[src/hbridge_pkg.sv]
// package for the h-bridge output and fault control block
// assumes a single 40 MHz ref_clk domain; analog comparators arrive as synchronous levels
package hbridge_pkg;

    localparam int CLK_MHZ = 40;
    localparam int BLANK_US = 32;
    localparam int BLANK_WARM_FACTOR = 8;
    localparam int BLANK_CYC = BLANK_US * CLK_MHZ;
    localparam int BLANK_WARM_CYC = BLANK_CYC * BLANK_WARM_FACTOR;
    localparam int OL_STAGE_US = 16;
    localparam int OL_STAGE_CYC = OL_STAGE_US * CLK_MHZ;
    localparam int CNT_W = 16;

    localparam logic [2:0] EDGE_RATE_RESET = 3'h4;
    localparam logic [2:0] EDGE_RATE_BYPASS = 3'h0;
    localparam logic [15:0] SPI_ZERO_WORD = 16'h0000;

    // gate drive of one leg
    typedef struct packed {
        logic hs;
        logic ls;
    } leg_drive_t;

    // latched and live faults
    typedef struct packed {
        logic overheat_fault;
        logic short_ground_a;
        logic short_ground_b;
        logic short_supply_a;
        logic short_supply_b;
        logic supply_high_fault;
        logic supply_low_fault;
    } fault_set_t;

    typedef enum logic [3:0] {
        CL_IDLE = 4'h1,
        CL_BLANK = 4'h2,
        CL_DECAY = 4'h4,
        CL_HOLD = 4'h8
    } climit_state_t;

    typedef enum logic [2:0] {
        OL_IDLE = 3'h1,
        OL_DISCHARGE = 3'h2,
        OL_PULLUP = 3'h4
    } olstby_state_t;

endpackage

[src/leg_drive.sv]
// one half-bridge leg: converts a level command into non-overlapping gate drive
// assumes drive_high and drive_low are synchronous to ref_clk
`timescale 1ns/1ps
`default_nettype none
module leg_drive #(
    parameter int DEAD_CYC = 2
) (
    // clock and reset
    input wire logic ref_clk,
    input wire logic nrst,
    // command
    input wire logic drive_high,
    input wire logic drive_low,
    // gates
    output hbridge_pkg::leg_drive_t gate
);
    initial begin
        if (DEAD_CYC < 1) $error("leg_drive: DEAD_CYC must be at least 1");
    end

    logic [7:0] dead_r;
    logic want_hs;
    logic want_ls;

    assign want_hs = drive_high && !drive_low;
    assign want_ls = drive_low && !drive_high;

    // dead time after any turn-off so both switches are never on together
    always_ff @(posedge ref_clk) begin
        if (!nrst) begin
            gate <= '0;
            dead_r <= 8'h00;
        end else if ((gate.hs && !want_hs) || (gate.ls && !want_ls)) begin
            gate <= '0;
            dead_r <= 8'(DEAD_CYC);
        end else if (dead_r != 8'h00) begin
            dead_r <= dead_r - 8'h01;
        end else begin
            gate.hs <= want_hs && !gate.ls;
            gate.ls <= want_ls && !gate.hs;
        end
    end
endmodule
`default_nettype wire

[src/hbridge_ctrl.sv]
// h-bridge / half-bridge output, fault arbitration, current limit and open-load control
// assumes comparator inputs are already filtered and synchronous to the 40 MHz ref_clk
// Notes on behaviour
// - no io supply, serial output word is zero
// - half-bridge pin mode: inputs drive outputs directly
// - spi mode: virtual inputs replace physical ones
// - h-bridge pin mode: direction and pwm inputs
// - active recirculation, never cross conduction
// - half-bridge disables limit, overvoltage, open load
// - shorts per leg in half, whole bridge
// - gate, shutoff, software bit disable outputs
// - h-bridge fault priority order
// - half-bridge fault priority order
// - edge rate selectable, code bypasses slew
// - four-step threshold, exceed starts limit, flags
// - blanking, then high-side recirculation twice decay
// - warm die multiplies blanking by eight
// - no turn-on above limit, off resets
// - standby open load only in standby h-bridge
// - test starts on wake or request rise
// - stage one: both low sides, shorts protected
// - stage two: pull-up on a, flag if high
// - after latching, outputs return to commanded
// - active open load only when h-bridge switching
// - no overshoot between low-off and low-on flags
// - result held until next window ends
// - no toggling, no open-load report
// - short current shuts off, needs fault clear
// - edge rate resets to code four
`timescale 1ns/1ps
`default_nettype none
module hbridge_ctrl #(
    parameter int BLANK_CYC = hbridge_pkg::BLANK_CYC,
    parameter int BLANK_WARM_CYC = hbridge_pkg::BLANK_WARM_CYC,
    parameter int OL_STAGE_CYC = hbridge_pkg::OL_STAGE_CYC
) (
    // clock and reset
    input wire logic ref_clk,
    input wire logic nrst,
    // configuration from the spi register file
    input wire logic half_bridge_mode,
    input wire logic spi_control,
    input wire logic virtual_input_one,
    input wire logic virtual_input_two,
    input wire logic software_output_gate,
    input wire logic load_check_request,
    input wire logic [1:0] current_threshold,
    input wire logic [2:0] edge_rate_wr_data,
    input wire logic edge_rate_wr,
    input wire logic fault_clear,
    input wire logic standby,
    // pins
    input wire logic phys_input_one,
    input wire logic phys_input_two,
    input wire logic active_gate_input,
    input wire logic shutoff_input,
    input wire logic io_supply_pin,
    input wire logic [15:0] spi_word_in,
    // analog comparators
    input wire logic over_limit,
    input wire logic die_warm,
    input wire hbridge_pkg::fault_set_t fault_live,
    input wire logic overshoot_seen,
    input wire logic out_a_above_ol,
    // outputs
    output hbridge_pkg::leg_drive_t gate_a,
    output hbridge_pkg::leg_drive_t gate_b,
    output logic pullup_a_on,
    output logic [2:0] edge_rate_select,
    output logic slew_bypass,
    output logic [1:0] limit_level,
    output logic [15:0] spi_word_out,
    output hbridge_pkg::fault_set_t fault_flags,
    output logic overcurrent_flag,
    output logic open_load_flag
);
    initial begin
        if (BLANK_CYC < 1 || BLANK_WARM_CYC < BLANK_CYC || BLANK_WARM_CYC >= (1 << hbridge_pkg::CNT_W))
            $error("hbridge_ctrl: blanking counts out of range");
        if (OL_STAGE_CYC < 1 || OL_STAGE_CYC >= (1 << hbridge_pkg::CNT_W))
            $error("hbridge_ctrl: open-load stage count out of range");
    end

    logic in_one;
    logic in_two;
    logic want_a_hi;
    logic want_a_lo;
    logic want_b_hi;
    logic want_b_lo;
    logic short_a;
    logic short_b;
    logic kill_a;
    logic kill_b;
    logic brake_hs;
    logic both_low;
    logic a_hi;
    logic a_lo;
    logic b_hi;
    logic b_lo;
    logic in_off_edge;
    logic prev_a_r;
    logic prev_b_r;
    logic standby_r;
    logic check_r;
    logic ol_start;
    logic ls_off_win_r;
    logic seen_r;
    logic ls_off;
    hbridge_pkg::climit_state_t cl_r;
    hbridge_pkg::olstby_state_t ol_r;
    logic [hbridge_pkg::CNT_W-1:0] cl_cnt_r;
    logic [hbridge_pkg::CNT_W-1:0] decay_r;
    logic [hbridge_pkg::CNT_W-1:0] ol_cnt_r;

    // input source and mode mapping
    assign in_one = spi_control ? virtual_input_one : phys_input_one;
    assign in_two = spi_control ? virtual_input_two : phys_input_two;

    always_comb begin
        if (half_bridge_mode) begin
            want_a_hi = in_one;
            want_a_lo = !in_one;
            want_b_hi = in_two;
            want_b_lo = !in_two;
        end else begin
            // direction on one, pwm on two; pwm low recirculates through low sides
            want_a_hi = in_two && in_one;
            want_a_lo = !(in_two && in_one);
            want_b_hi = in_two && !in_one;
            want_b_lo = !(in_two && !in_one);
        end
    end

    // short faults latch in fault_flags until cleared
    assign short_a = fault_flags.short_ground_a || fault_flags.short_supply_a;
    assign short_b = fault_flags.short_ground_b || fault_flags.short_supply_b;

    // priority: the disabling pins and undervoltage beat all; crossed or double shorts take both legs
    always_comb begin
        brake_hs = 1'b0;
        if (!active_gate_input || shutoff_input) begin
            kill_a = 1'b1;
            kill_b = 1'b1;
        end else if (fault_live.supply_low_fault) begin
            kill_a = 1'b1;
            kill_b = 1'b1;
        end else if (software_output_gate) begin
            kill_a = 1'b1;
            kill_b = 1'b1;
        end else if (half_bridge_mode) begin
            kill_a = fault_flags.overheat_fault || short_a || (short_a && short_b);
            kill_b = fault_flags.overheat_fault || short_b || (short_a && short_b);
        end else if (fault_flags.short_ground_a || fault_flags.short_ground_b || fault_flags.overheat_fault) begin
            kill_a = 1'b1;
            kill_b = 1'b1;
        end else if (fault_live.supply_high_fault) begin
            // overvoltage brakes on the high sides and outranks supply shorts and current limit
            kill_a = 1'b0;
            kill_b = 1'b0;
            brake_hs = 1'b1;
        end else if (short_a || short_b) begin
            kill_a = 1'b1;
            kill_b = 1'b1;
        end else begin
            kill_a = 1'b0;
            kill_b = 1'b0;
            brake_hs = cl_r == hbridge_pkg::CL_DECAY || cl_r == hbridge_pkg::CL_HOLD;
        end
    end

    assign both_low = ol_r != hbridge_pkg::OL_IDLE;

    always_comb begin
        a_hi = 1'b0;
        a_lo = 1'b0;
        b_hi = 1'b0;
        b_lo = 1'b0;
        if (both_low) begin
            a_lo = ol_r == hbridge_pkg::OL_DISCHARGE && !kill_a;
            b_lo = !kill_b;
        end else if (standby) begin
            a_lo = 1'b0;
        end else if (brake_hs) begin
            a_hi = !kill_a;
            b_hi = !kill_b;
        end else begin
            // blanking stops turn-on of a leg that was off
            a_hi = want_a_hi && !kill_a && !(cl_r == hbridge_pkg::CL_BLANK && !prev_a_r);
            a_lo = want_a_lo && !kill_a;
            b_hi = want_b_hi && !kill_b && !(cl_r == hbridge_pkg::CL_BLANK && !prev_b_r);
            b_lo = want_b_lo && !kill_b;
        end
    end

    leg_drive #(.DEAD_CYC(2)) u_leg_a (
        .ref_clk(ref_clk),
        .nrst(nrst),
        .drive_high(a_hi),
        .drive_low(a_lo),
        .gate(gate_a)
    );

    leg_drive #(.DEAD_CYC(2)) u_leg_b (
        .ref_clk(ref_clk),
        .nrst(nrst),
        .drive_high(b_hi),
        .drive_low(b_lo),
        .gate(gate_b)
    );

    assign pullup_a_on = ol_r == hbridge_pkg::OL_PULLUP;

    // edge rate and limit level
    always_ff @(posedge ref_clk) begin
        if (!nrst) edge_rate_select <= hbridge_pkg::EDGE_RATE_RESET;
        else if (edge_rate_wr) edge_rate_select <= edge_rate_wr_data;
    end
    assign slew_bypass = edge_rate_select == hbridge_pkg::EDGE_RATE_BYPASS;
    assign limit_level = current_threshold;

    // serial output gated by the io supply level
    always_ff @(posedge ref_clk) begin
        if (!nrst) spi_word_out <= hbridge_pkg::SPI_ZERO_WORD;
        else spi_word_out <= io_supply_pin ? spi_word_in : hbridge_pkg::SPI_ZERO_WORD;
    end

    // fault latches: set beats clear; overvoltage/undervoltage track the condition
    always_ff @(posedge ref_clk) begin
        if (!nrst) begin
            fault_flags <= '0;
        end else begin
            fault_flags <= (fault_clear ? '0 : fault_flags) | fault_live;
            fault_flags.supply_high_fault <= fault_live.supply_high_fault;
            fault_flags.supply_low_fault <= fault_live.supply_low_fault;
        end
    end

    always_ff @(posedge ref_clk) begin
        if (!nrst) begin
            prev_a_r <= 1'b0;
            prev_b_r <= 1'b0;
        end else begin
            prev_a_r <= want_a_hi;
            prev_b_r <= want_b_hi;
        end
    end
    assign in_off_edge = (prev_a_r && !want_a_hi) || (prev_b_r && !want_b_hi);

    // current limit: blank, then recirculate for twice the measured decay
    always_ff @(posedge ref_clk) begin
        if (!nrst) begin
            cl_r <= hbridge_pkg::CL_IDLE;
            cl_cnt_r <= '0;
            decay_r <= '0;
            overcurrent_flag <= 1'b0;
        end else begin
            if (over_limit && !half_bridge_mode && !standby) overcurrent_flag <= 1'b1;
            else if (fault_clear) overcurrent_flag <= 1'b0;
            if (half_bridge_mode || kill_a || kill_b || in_off_edge) begin
                cl_r <= hbridge_pkg::CL_IDLE;
            end else begin
                case (cl_r)
                    hbridge_pkg::CL_IDLE: if (over_limit && !standby) begin
                        cl_r <= hbridge_pkg::CL_BLANK;
                        // length fixed at start of interval
                        cl_cnt_r <= die_warm ? hbridge_pkg::CNT_W'(BLANK_WARM_CYC - 1)
                            : hbridge_pkg::CNT_W'(BLANK_CYC - 1);
                    end
                    hbridge_pkg::CL_BLANK: if (cl_cnt_r == '0) begin
                        cl_r <= hbridge_pkg::CL_DECAY;
                        decay_r <= '0;
                    end else cl_cnt_r <= cl_cnt_r - 1'b1;
                    // a decay longer than half the counter range wraps the doubled hold; widen CNT_W then
                    hbridge_pkg::CL_DECAY: if (!over_limit) begin
                        cl_r <= hbridge_pkg::CL_HOLD;
                        cl_cnt_r <= {decay_r[hbridge_pkg::CNT_W-2:0], 1'b1};
                    end else decay_r <= decay_r + 1'b1;
                    hbridge_pkg::CL_HOLD: if (cl_cnt_r == '0) cl_r <= hbridge_pkg::CL_IDLE;
                        else cl_cnt_r <= cl_cnt_r - 1'b1;
                    default: cl_r <= hbridge_pkg::CL_IDLE;
                endcase
            end
        end
    end

    // standby open-load test
    always_ff @(posedge ref_clk) begin
        if (!nrst) begin
            standby_r <= 1'b1;
            check_r <= 1'b0;
        end else begin
            standby_r <= standby;
            check_r <= load_check_request;
        end
    end
    assign ol_start = !half_bridge_mode && load_check_request &&
        ((standby_r && !standby) || (standby && !check_r));

    // the low-side-off window of the active check
    assign ls_off = (!gate_a.ls && gate_b.ls) || (!gate_b.ls && gate_a.ls);

    always_ff @(posedge ref_clk) begin
        if (!nrst) begin
            ol_r <= hbridge_pkg::OL_IDLE;
            ol_cnt_r <= '0;
            open_load_flag <= 1'b0;
            ls_off_win_r <= 1'b0;
            seen_r <= 1'b0;
        end else begin
            // one cycle late copy marks the edge at which a low side comes back
            ls_off_win_r <= ls_off;
            case (ol_r)
                hbridge_pkg::OL_IDLE: if (ol_start) begin
                    ol_r <= hbridge_pkg::OL_DISCHARGE;
                    ol_cnt_r <= hbridge_pkg::CNT_W'(OL_STAGE_CYC - 1);
                end
                hbridge_pkg::OL_DISCHARGE: if (ol_cnt_r == '0) begin
                    ol_r <= hbridge_pkg::OL_PULLUP;
                    ol_cnt_r <= hbridge_pkg::CNT_W'(OL_STAGE_CYC - 1);
                end else ol_cnt_r <= ol_cnt_r - 1'b1;
                hbridge_pkg::OL_PULLUP: if (ol_cnt_r == '0) begin
                    ol_r <= hbridge_pkg::OL_IDLE;
                end else ol_cnt_r <= ol_cnt_r - 1'b1;
                default: ol_r <= hbridge_pkg::OL_IDLE;
            endcase
            if (ls_off && !half_bridge_mode && !standby) seen_r <= seen_r || overshoot_seen;
            else if (!ls_off) seen_r <= 1'b0;
            if (ol_r == hbridge_pkg::OL_PULLUP && ol_cnt_r == '0 && out_a_above_ol) begin
                open_load_flag <= 1'b1;
            end else if (ls_off_win_r && !ls_off && !half_bridge_mode && !standby) begin
                // window closing decides; no toggling, no window, flag untouched
                open_load_flag <= !(seen_r || overshoot_seen);
            end else if (fault_clear && !standby_r) begin
                open_load_flag <= 1'b0;
            end else if (half_bridge_mode || (standby && !standby_r)) begin
                open_load_flag <= 1'b0;
            end
        end
    end
endmodule
`default_nettype wire

[config.mk]
export PLATFORM = sky130hd
export DESIGN_NAME = hbridge_ctrl
export DESIGN_NICKNAME = d
export VERILOG_FILES = /design/src/hbridge_pkg.sv /design/src/leg_drive.sv /design/src/hbridge_ctrl.sv
export SDC_FILE = /design/constraint.sdc
export NUM_CORES = 1
export LEC_CHECK = 0
export ABC_AREA = 1
export BUFFER_PORTS_ARGS = -buffer_cell sky130_fd_sc_hd__buf_2
export CAP_MARGIN = 20
export CORE_MARGIN = 2
export CORE_UTILIZATION = 58
export DETAILED_ROUTE_END_ITERATION = 7
export GPL_ROUTABILITY_DRIVEN = 0
export GPL_TIMING_DRIVEN = 1
export PLACE_DENSITY = 0.81
export SYNTH_ARGS = -nofsm -noshare
export SYNTH_HDL_FRONTEND = slang
export SYNTH_SLANG_ARGS = --single-unit
[constraint.sdc]
create_clock -name ref_clk -period 2.4 [get_ports ref_clk]
set_clock_uncertainty 0.2 [all_clocks]
set_input_delay 0.12 -clock ref_clk [delete_from_list [all_inputs] [get_ports ref_clk]]
set_output_delay 0.12 -clock ref_clk [all_outputs]
set_load 0.005 [all_outputs]
After elaboration in Yosys (flattened, before gate mapping). Index checks and enable logic that the tools add are counted.

$add $sub $neg: 5. Equal/unequal tests: 19. Multiplexer cells: 70. Bitwise gates (word level): 3. Reductions and logical operators: 118.

Operator list (number): two-way mux 16 bit (8); case mux 16 bit (3 select lines) (2); logical AND 1 bit (44); two-way mux 1 bit (44); zero test 16 bit (2); case mux 16 bit (2 select lines) (1); subtractor 16 x 1 -> 16 bit (second input constant) (2); zero test 1 bit (31); logical OR 1 bit (21); adder 16 x 1 -> 16 bit (second input constant) (1); two-way mux 4 bit (4); case mux 4 bit (4 select lines) (1); nonzero test 8 bit (2); subtractor 8 x 1 -> 8 bit (second input constant) (2); two-way mux 14 bit (1); != test 2 bit (second input constant) (6); != test 2 x 1 -> 1 bit (second input constant) (5); two-way mux 3 bit (3); case mux 3 bit (3 select lines) (1); two-way mux 2 bit (4); AND reduction 4 bit (2); nonzero test 2 bit (4); OR reduction 2 bit (4); two-way mux 7 bit (1); 16 further kinds (19).

Register bits: 109. Input port bits: 48. Output and inout bits: 36.

Longest topological paths before layout.
Word-level depth: 21. Mapped depth: 13. Mapped depth without buffers: 13.

Hierarchy. From an unflattened synthesis, not the netlist that was laid out.

Cells, all modules: 961. Area total of the unflattened synthesis: 6012.0 sq um.

Modules (own cells, without submodules): hbridge_ctrl (instances 1, cells an instance 810, area an instance 4938.5 sq um); leg_drive at u_leg_a (instances 1, cells an instance 75, area an instance 536.8 sq um); leg_drive at u_leg_b (instances 1, cells an instance 76, area an instance 536.8 sq um).

Least setup slack after synthesis. No wires, ideal clock.

Kind: register to register. From: register cl_cnt_r[1] (netlist name). To: register decay_r[14] (netlist name). Data arrival time: 1.514 ns. Slack: 0.569 ns. Stages on the path, launching flop included: 11. Path buffers: 1. Period minus slack after synthesis: 1.831 ns. Path through: dfxtp_1 inv_1 ha_1 nand3_1 nor2_1 nand2_1 nand2_1 nand4_1 nand2_1 buf_2 nor2_1.

Word-level cells in the longest chain between the ends: 3.

Ends and longest elaborated chain: from (decl) (RTL line hbridge_ctrl.sv:111) `logic [hbridge_pkg::CNT_W-1:0] cl_cnt_r;`; from (signal assigned) (RTL line hbridge_ctrl.sv:266) `cl_cnt_r <= die_warm ? hbridge_pkg::CNT_W'(BLANK_WARM_CYC - 1)`; from (signal assigned) (RTL line hbridge_ctrl.sv:272) `end else cl_cnt_r <= cl_cnt_r - 1'b1;`; from (signal assigned) (RTL line hbridge_ctrl.sv:276) `cl_cnt_r <= {decay_r[hbridge_pkg::CNT_W-2:0], 1'b1};`; zero test 16 bit (RTL line hbridge_ctrl.sv:269) `hbridge_pkg::CL_BLANK: if (cl_cnt_r == '0) begin`; != test 2 x 1 -> 1 bit (no line); AND reduction 4 bit (no line); to (signal assigned) (RTL line hbridge_ctrl.sv:277) `end else decay_r <= decay_r + 1'b1;`; to (decl) (RTL line hbridge_ctrl.sv:112) `logic [hbridge_pkg::CNT_W-1:0] decay_r;`.

Every way passes these cells. A chain may end at the register's enable or synchronous reset.

Worst setup path in the final report.
From: register cl_cnt_r[1] (netlist name). To: register cl_r[2].

Word-level cells in the longest chain between the ends: 3.

Ends and longest elaborated chain: zero test 16 bit * (RTL line hbridge_ctrl.sv:269, hbridge_ctrl.sv:278); != test 2 x 1 -> 1 bit (no line); AND reduction 4 bit (no line) *; to (signal assigned) (RTL line hbridge_ctrl.sv:270) `cl_r <= hbridge_pkg::CL_DECAY;`; to (signal assigned) (RTL line hbridge_ctrl.sv:278) `hbridge_pkg::CL_HOLD: if (cl_cnt_r == '0) cl_r <= hbridge_pkg::CL_IDLE;`; to (signal assigned) (RTL line hbridge_ctrl.sv:280) `default: cl_r <= hbridge_pkg::CL_IDLE;`; to (decl) (RTL line hbridge_ctrl.sv:109) `hbridge_pkg::climit_state_t cl_r;`.

Mark *: on every way between the ends. The rest lies on a longest branch, timed or not.

==> flow_summary.ini <==
[status]
status = finished with violations
violated_checks = hold timing

[global_routing]
first_global_vias = 5889
antenna_found_initial = 0
grt-ovfl-total = 0
grt_max_degree = 24
gr-usage-all-layers_pct = 29.0
grt_first_pass_wirelength_mm = 26.3

[timing]
clock.fmax_ghz = 0.445
hold_slack_ns = -0.000865
number_of_pins_with_negative_max_slew_slack_in_the_final_report = 0
timing.final.hold_violations = 1
finalSetupTns_ns = 0
timing.final.setup_violations = 0
fin_crit_ns = 2.24
final_min_period_over_clock_period_pct = 93.5
rsz0062_at_grt = no
layout_setup_ws_ns = 0.155
slew-limit-headroom_pct = 61.4
measured_slew_at_the_worst_slew_check_pin_ns = 0.578

[clocking]
tritoncts = done
level_count_of_the_clock_h_tree = 3
postCtsSetupRepairBufs = 0
clock_insertion_delay_worst_skew_ns = 0.39
clk_path_buf_depth = 2
cts_made_buffers = 9
cts.root.buffer_cell = clkbuf_8
clk_pin_slew_ns = 0.11
tritoncts_num_sinks = 108

[cells_and_area]
instances_no_fill = 1179
diodes_inserted = 0
layout-drive-gt1-share_pct = 13.7
multi_input_area_sq_um = 3010
finished_layout_cell_area_sq_um = 7080
postLayoutCoreUtil_pct = 72.5
syn_to_final_growth_pct = 21.4
post_layout_net_count = 1096
area.sequential_sq_um = 2160
filler_cell_count = 805

[floorplanning]
fp.dieArea_sq_um = 10900
die_width_um = 104
height_of_the_chip_um = 104
initial_core_util_pct = 59.7
core_area_sq_um = 9770
floorplan.io_pins = 84
number_of_rows_created_at_floorplan = 36

[routing]
routed_wirelength_mm = 15.5
detail_routed_via_count_per_cell = 5.27
drt_pass1_iterations = 6
dr.first_iter.drc_count = 416
drtAntennaViolNets = 0
routedWlPerCell_um = 13.2
num_vias = 6214
drc_errors = 0

[logic_synthesis]
synth_area_per_cell_sq_um = 6.43
synth_fp_nets = 963
top_post_synthesis_cells_by_count = nand2_1 (202), nor2_1 (151), inv_1 (138)
synth.cell_area_sq_um = 5830
largest_cells_by_area_after_synthesis = dfxtp_1 (37%), nand2_1 (13%), nor2_1 (9.7%)
yosysMostFrequentCell = nand2_1
main_flop_type_after_synthesis = dfxtp_1
synthesis.yosys.warnings = 0
synth.yosys.seq_area_share_pct = 37.1
yosys.area.top_type = dfxtp_1
yosys.area.top_type_share_pct = 37.1
number_of_flops_mapped_to_enable_cells_by_yosys = 0
postSynth.asyncResetShare_pct = 0
synth_cell_types = 39
syn-instance-count = 908
synth_seq_cells = 108

[setup_path]
critical_path_class = flip-flop to flip-flop
critPathMaxFanout = 6
timing.critical_path.slowest_cell_delay_ns = 0.31
cp-start-kind = flip-flop
cp_data_required_time_ns = 2.48
endpoint_kind = flip-flop
reg2regPathDepth = 9
cp_cell_sequence = inv_1, ha_1, nand3_1, nor2_1, nand2_1, o31ai_4, nand2_1, o21ai_0, nor2_1
critPathArrivalTime_ns = 2.32
timing.critical_path.slowest_stage_cell = dfxtp_1

[job]
maxCapViolations = 0

[hold_path]
worst_hold_stages = 5
timing.hold.worst.class = primary input to flip-flop

[placement]
post-dp-hpwl_mm = 10.2
pre_cts_slack_ns = 0.294
dp_cells = 1110
placement.cell_area_sq_um = 6360
port_buffers = 79

[power_and_ir_drop]
p_leak_nw = 3.46
power_mw = 5.43
cellPowerDensity_nw_per_um2 = 767
max-vdd-ir-drop_v = 0.000801
layout by cell type (no fill, tap or decap), types with 3 or more instances in the layout:
| cell | netlist | routed |
|---|---|---|
| o21ai_1 | 6 | 6 |
| dfxtp_1 | 108 | 108 |
| nor2_2 | 9 | 9 |
| ha_1 | 7 | 7 |
| nand3_2 | 3 | 3 |
| nand3_1 | 68 | 68 |
| xor2_1 | 6 | 6 |
| nand2_2 | 3 | 3 |
| xnor2_1 | 3 | 3 |
| buf_4 | 4 | 11 |
| nor3_2 | 2 | 3 |
| dlygate4sd3_1 | 0 | 53 |
| clkbuf_8 | 0 | 9 |
| or2_2 | 4 | 4 |
| nor3_1 | 16 | 15 |
| nand4_1 | 23 | 23 |
| nand2_1 | 202 | 202 |
| inv_2 | 6 | 6 |
| buf_2 | 5 | 79 |
| nor2_1 | 151 | 151 |
| o21ai_0 | 51 | 51 |
| o211ai_1 | 10 | 10 |
| inv_1 | 138 | 138 |
| a21oi_1 | 55 | 55 |
logic make-up (layout without fill, tap and decap cells):
kind of cell             after synthesis  after routing  share of synthesized area (%)
AO/OA/AOI/OAI                        128            128                           11.9
XOR/XNOR                               9              9                           1.35
adder cells (fa/ha/maj)                7              7                           1.50
buffers and inverters                167            305                           11.5
flip-flops                           108            108                           37.1
AND/OR/NAND/NOR                      489            489                           36.7
where the power goes:
part	switching, mW	internal (mW)
sequential	0.165	2.01
clock	0.699	0.399
combinational	1.35	0.810
registers in the layout, indices dropped and copies added (netlist names), 2 cells and up:
register and cells:
ol_cnt_r 16, spi_word_out 16, cl_r 4, u_leg_a.dead_r 8, ol_r 3, u_leg_b.dead_r 8
u_leg_a.gate 2, u_leg_b.gate 2, fault_flags 7, cl_cnt_r 16, edge_rate_select 3, decay_r 15
final cells by class:
type | count | share of cell area (%)
clock buffers | 10 | 1.80
clock inverters | 6 | 0.777
inverters | 146 | 7.77
multi-input cells | 633 | 42.5
flip-flops and latches | 108 | 30.5
well taps | 133 | 2.35
repair buffers | 143 | 14.2
what timing repair did:
action / 4_1_cts / 5_1_grt
endpoints found under the hold margin: 38 / 0
hold buffers: 53 / 0
setup endpoints to repair: 0 / 2
gates resized for setup: 0 / 2
routing by layer:
metal | wire length, um | track usage (%)
met2 | 7500 | 49.3
met5 | 0 | 0
met1 | 6710 | 35.7
met3 | 826 | 5.64
met4 | 507 | 12.6
final timing paths:
kind | slack, ns | start | to
worst min-delay path | -0.0009 | die_warm | cl_cnt_r[8]
worst min register to register | 0.28 | decay_r[11] | decay_r[11]
worst max-delay path | 0.16 | cl_cnt_r[1] | cl_r[2]
worst max register to register | 0.16 | cl_cnt_r[1] | cl_r[2]
critical path: cells and delay by family (launching register included):
kind | cells | cell delay [ns]
AO/OA/AOI/OAI | 2 | 0.54
AND/OR/NAND/NOR | 5 | 0.78
flip-flops | 1 | 0.31
buffers and inverters | 1 | 0.10
adder cells (fa/ha/maj) | 1 | 0.21
Note: power is estimated with default switching activity, not from simulation.
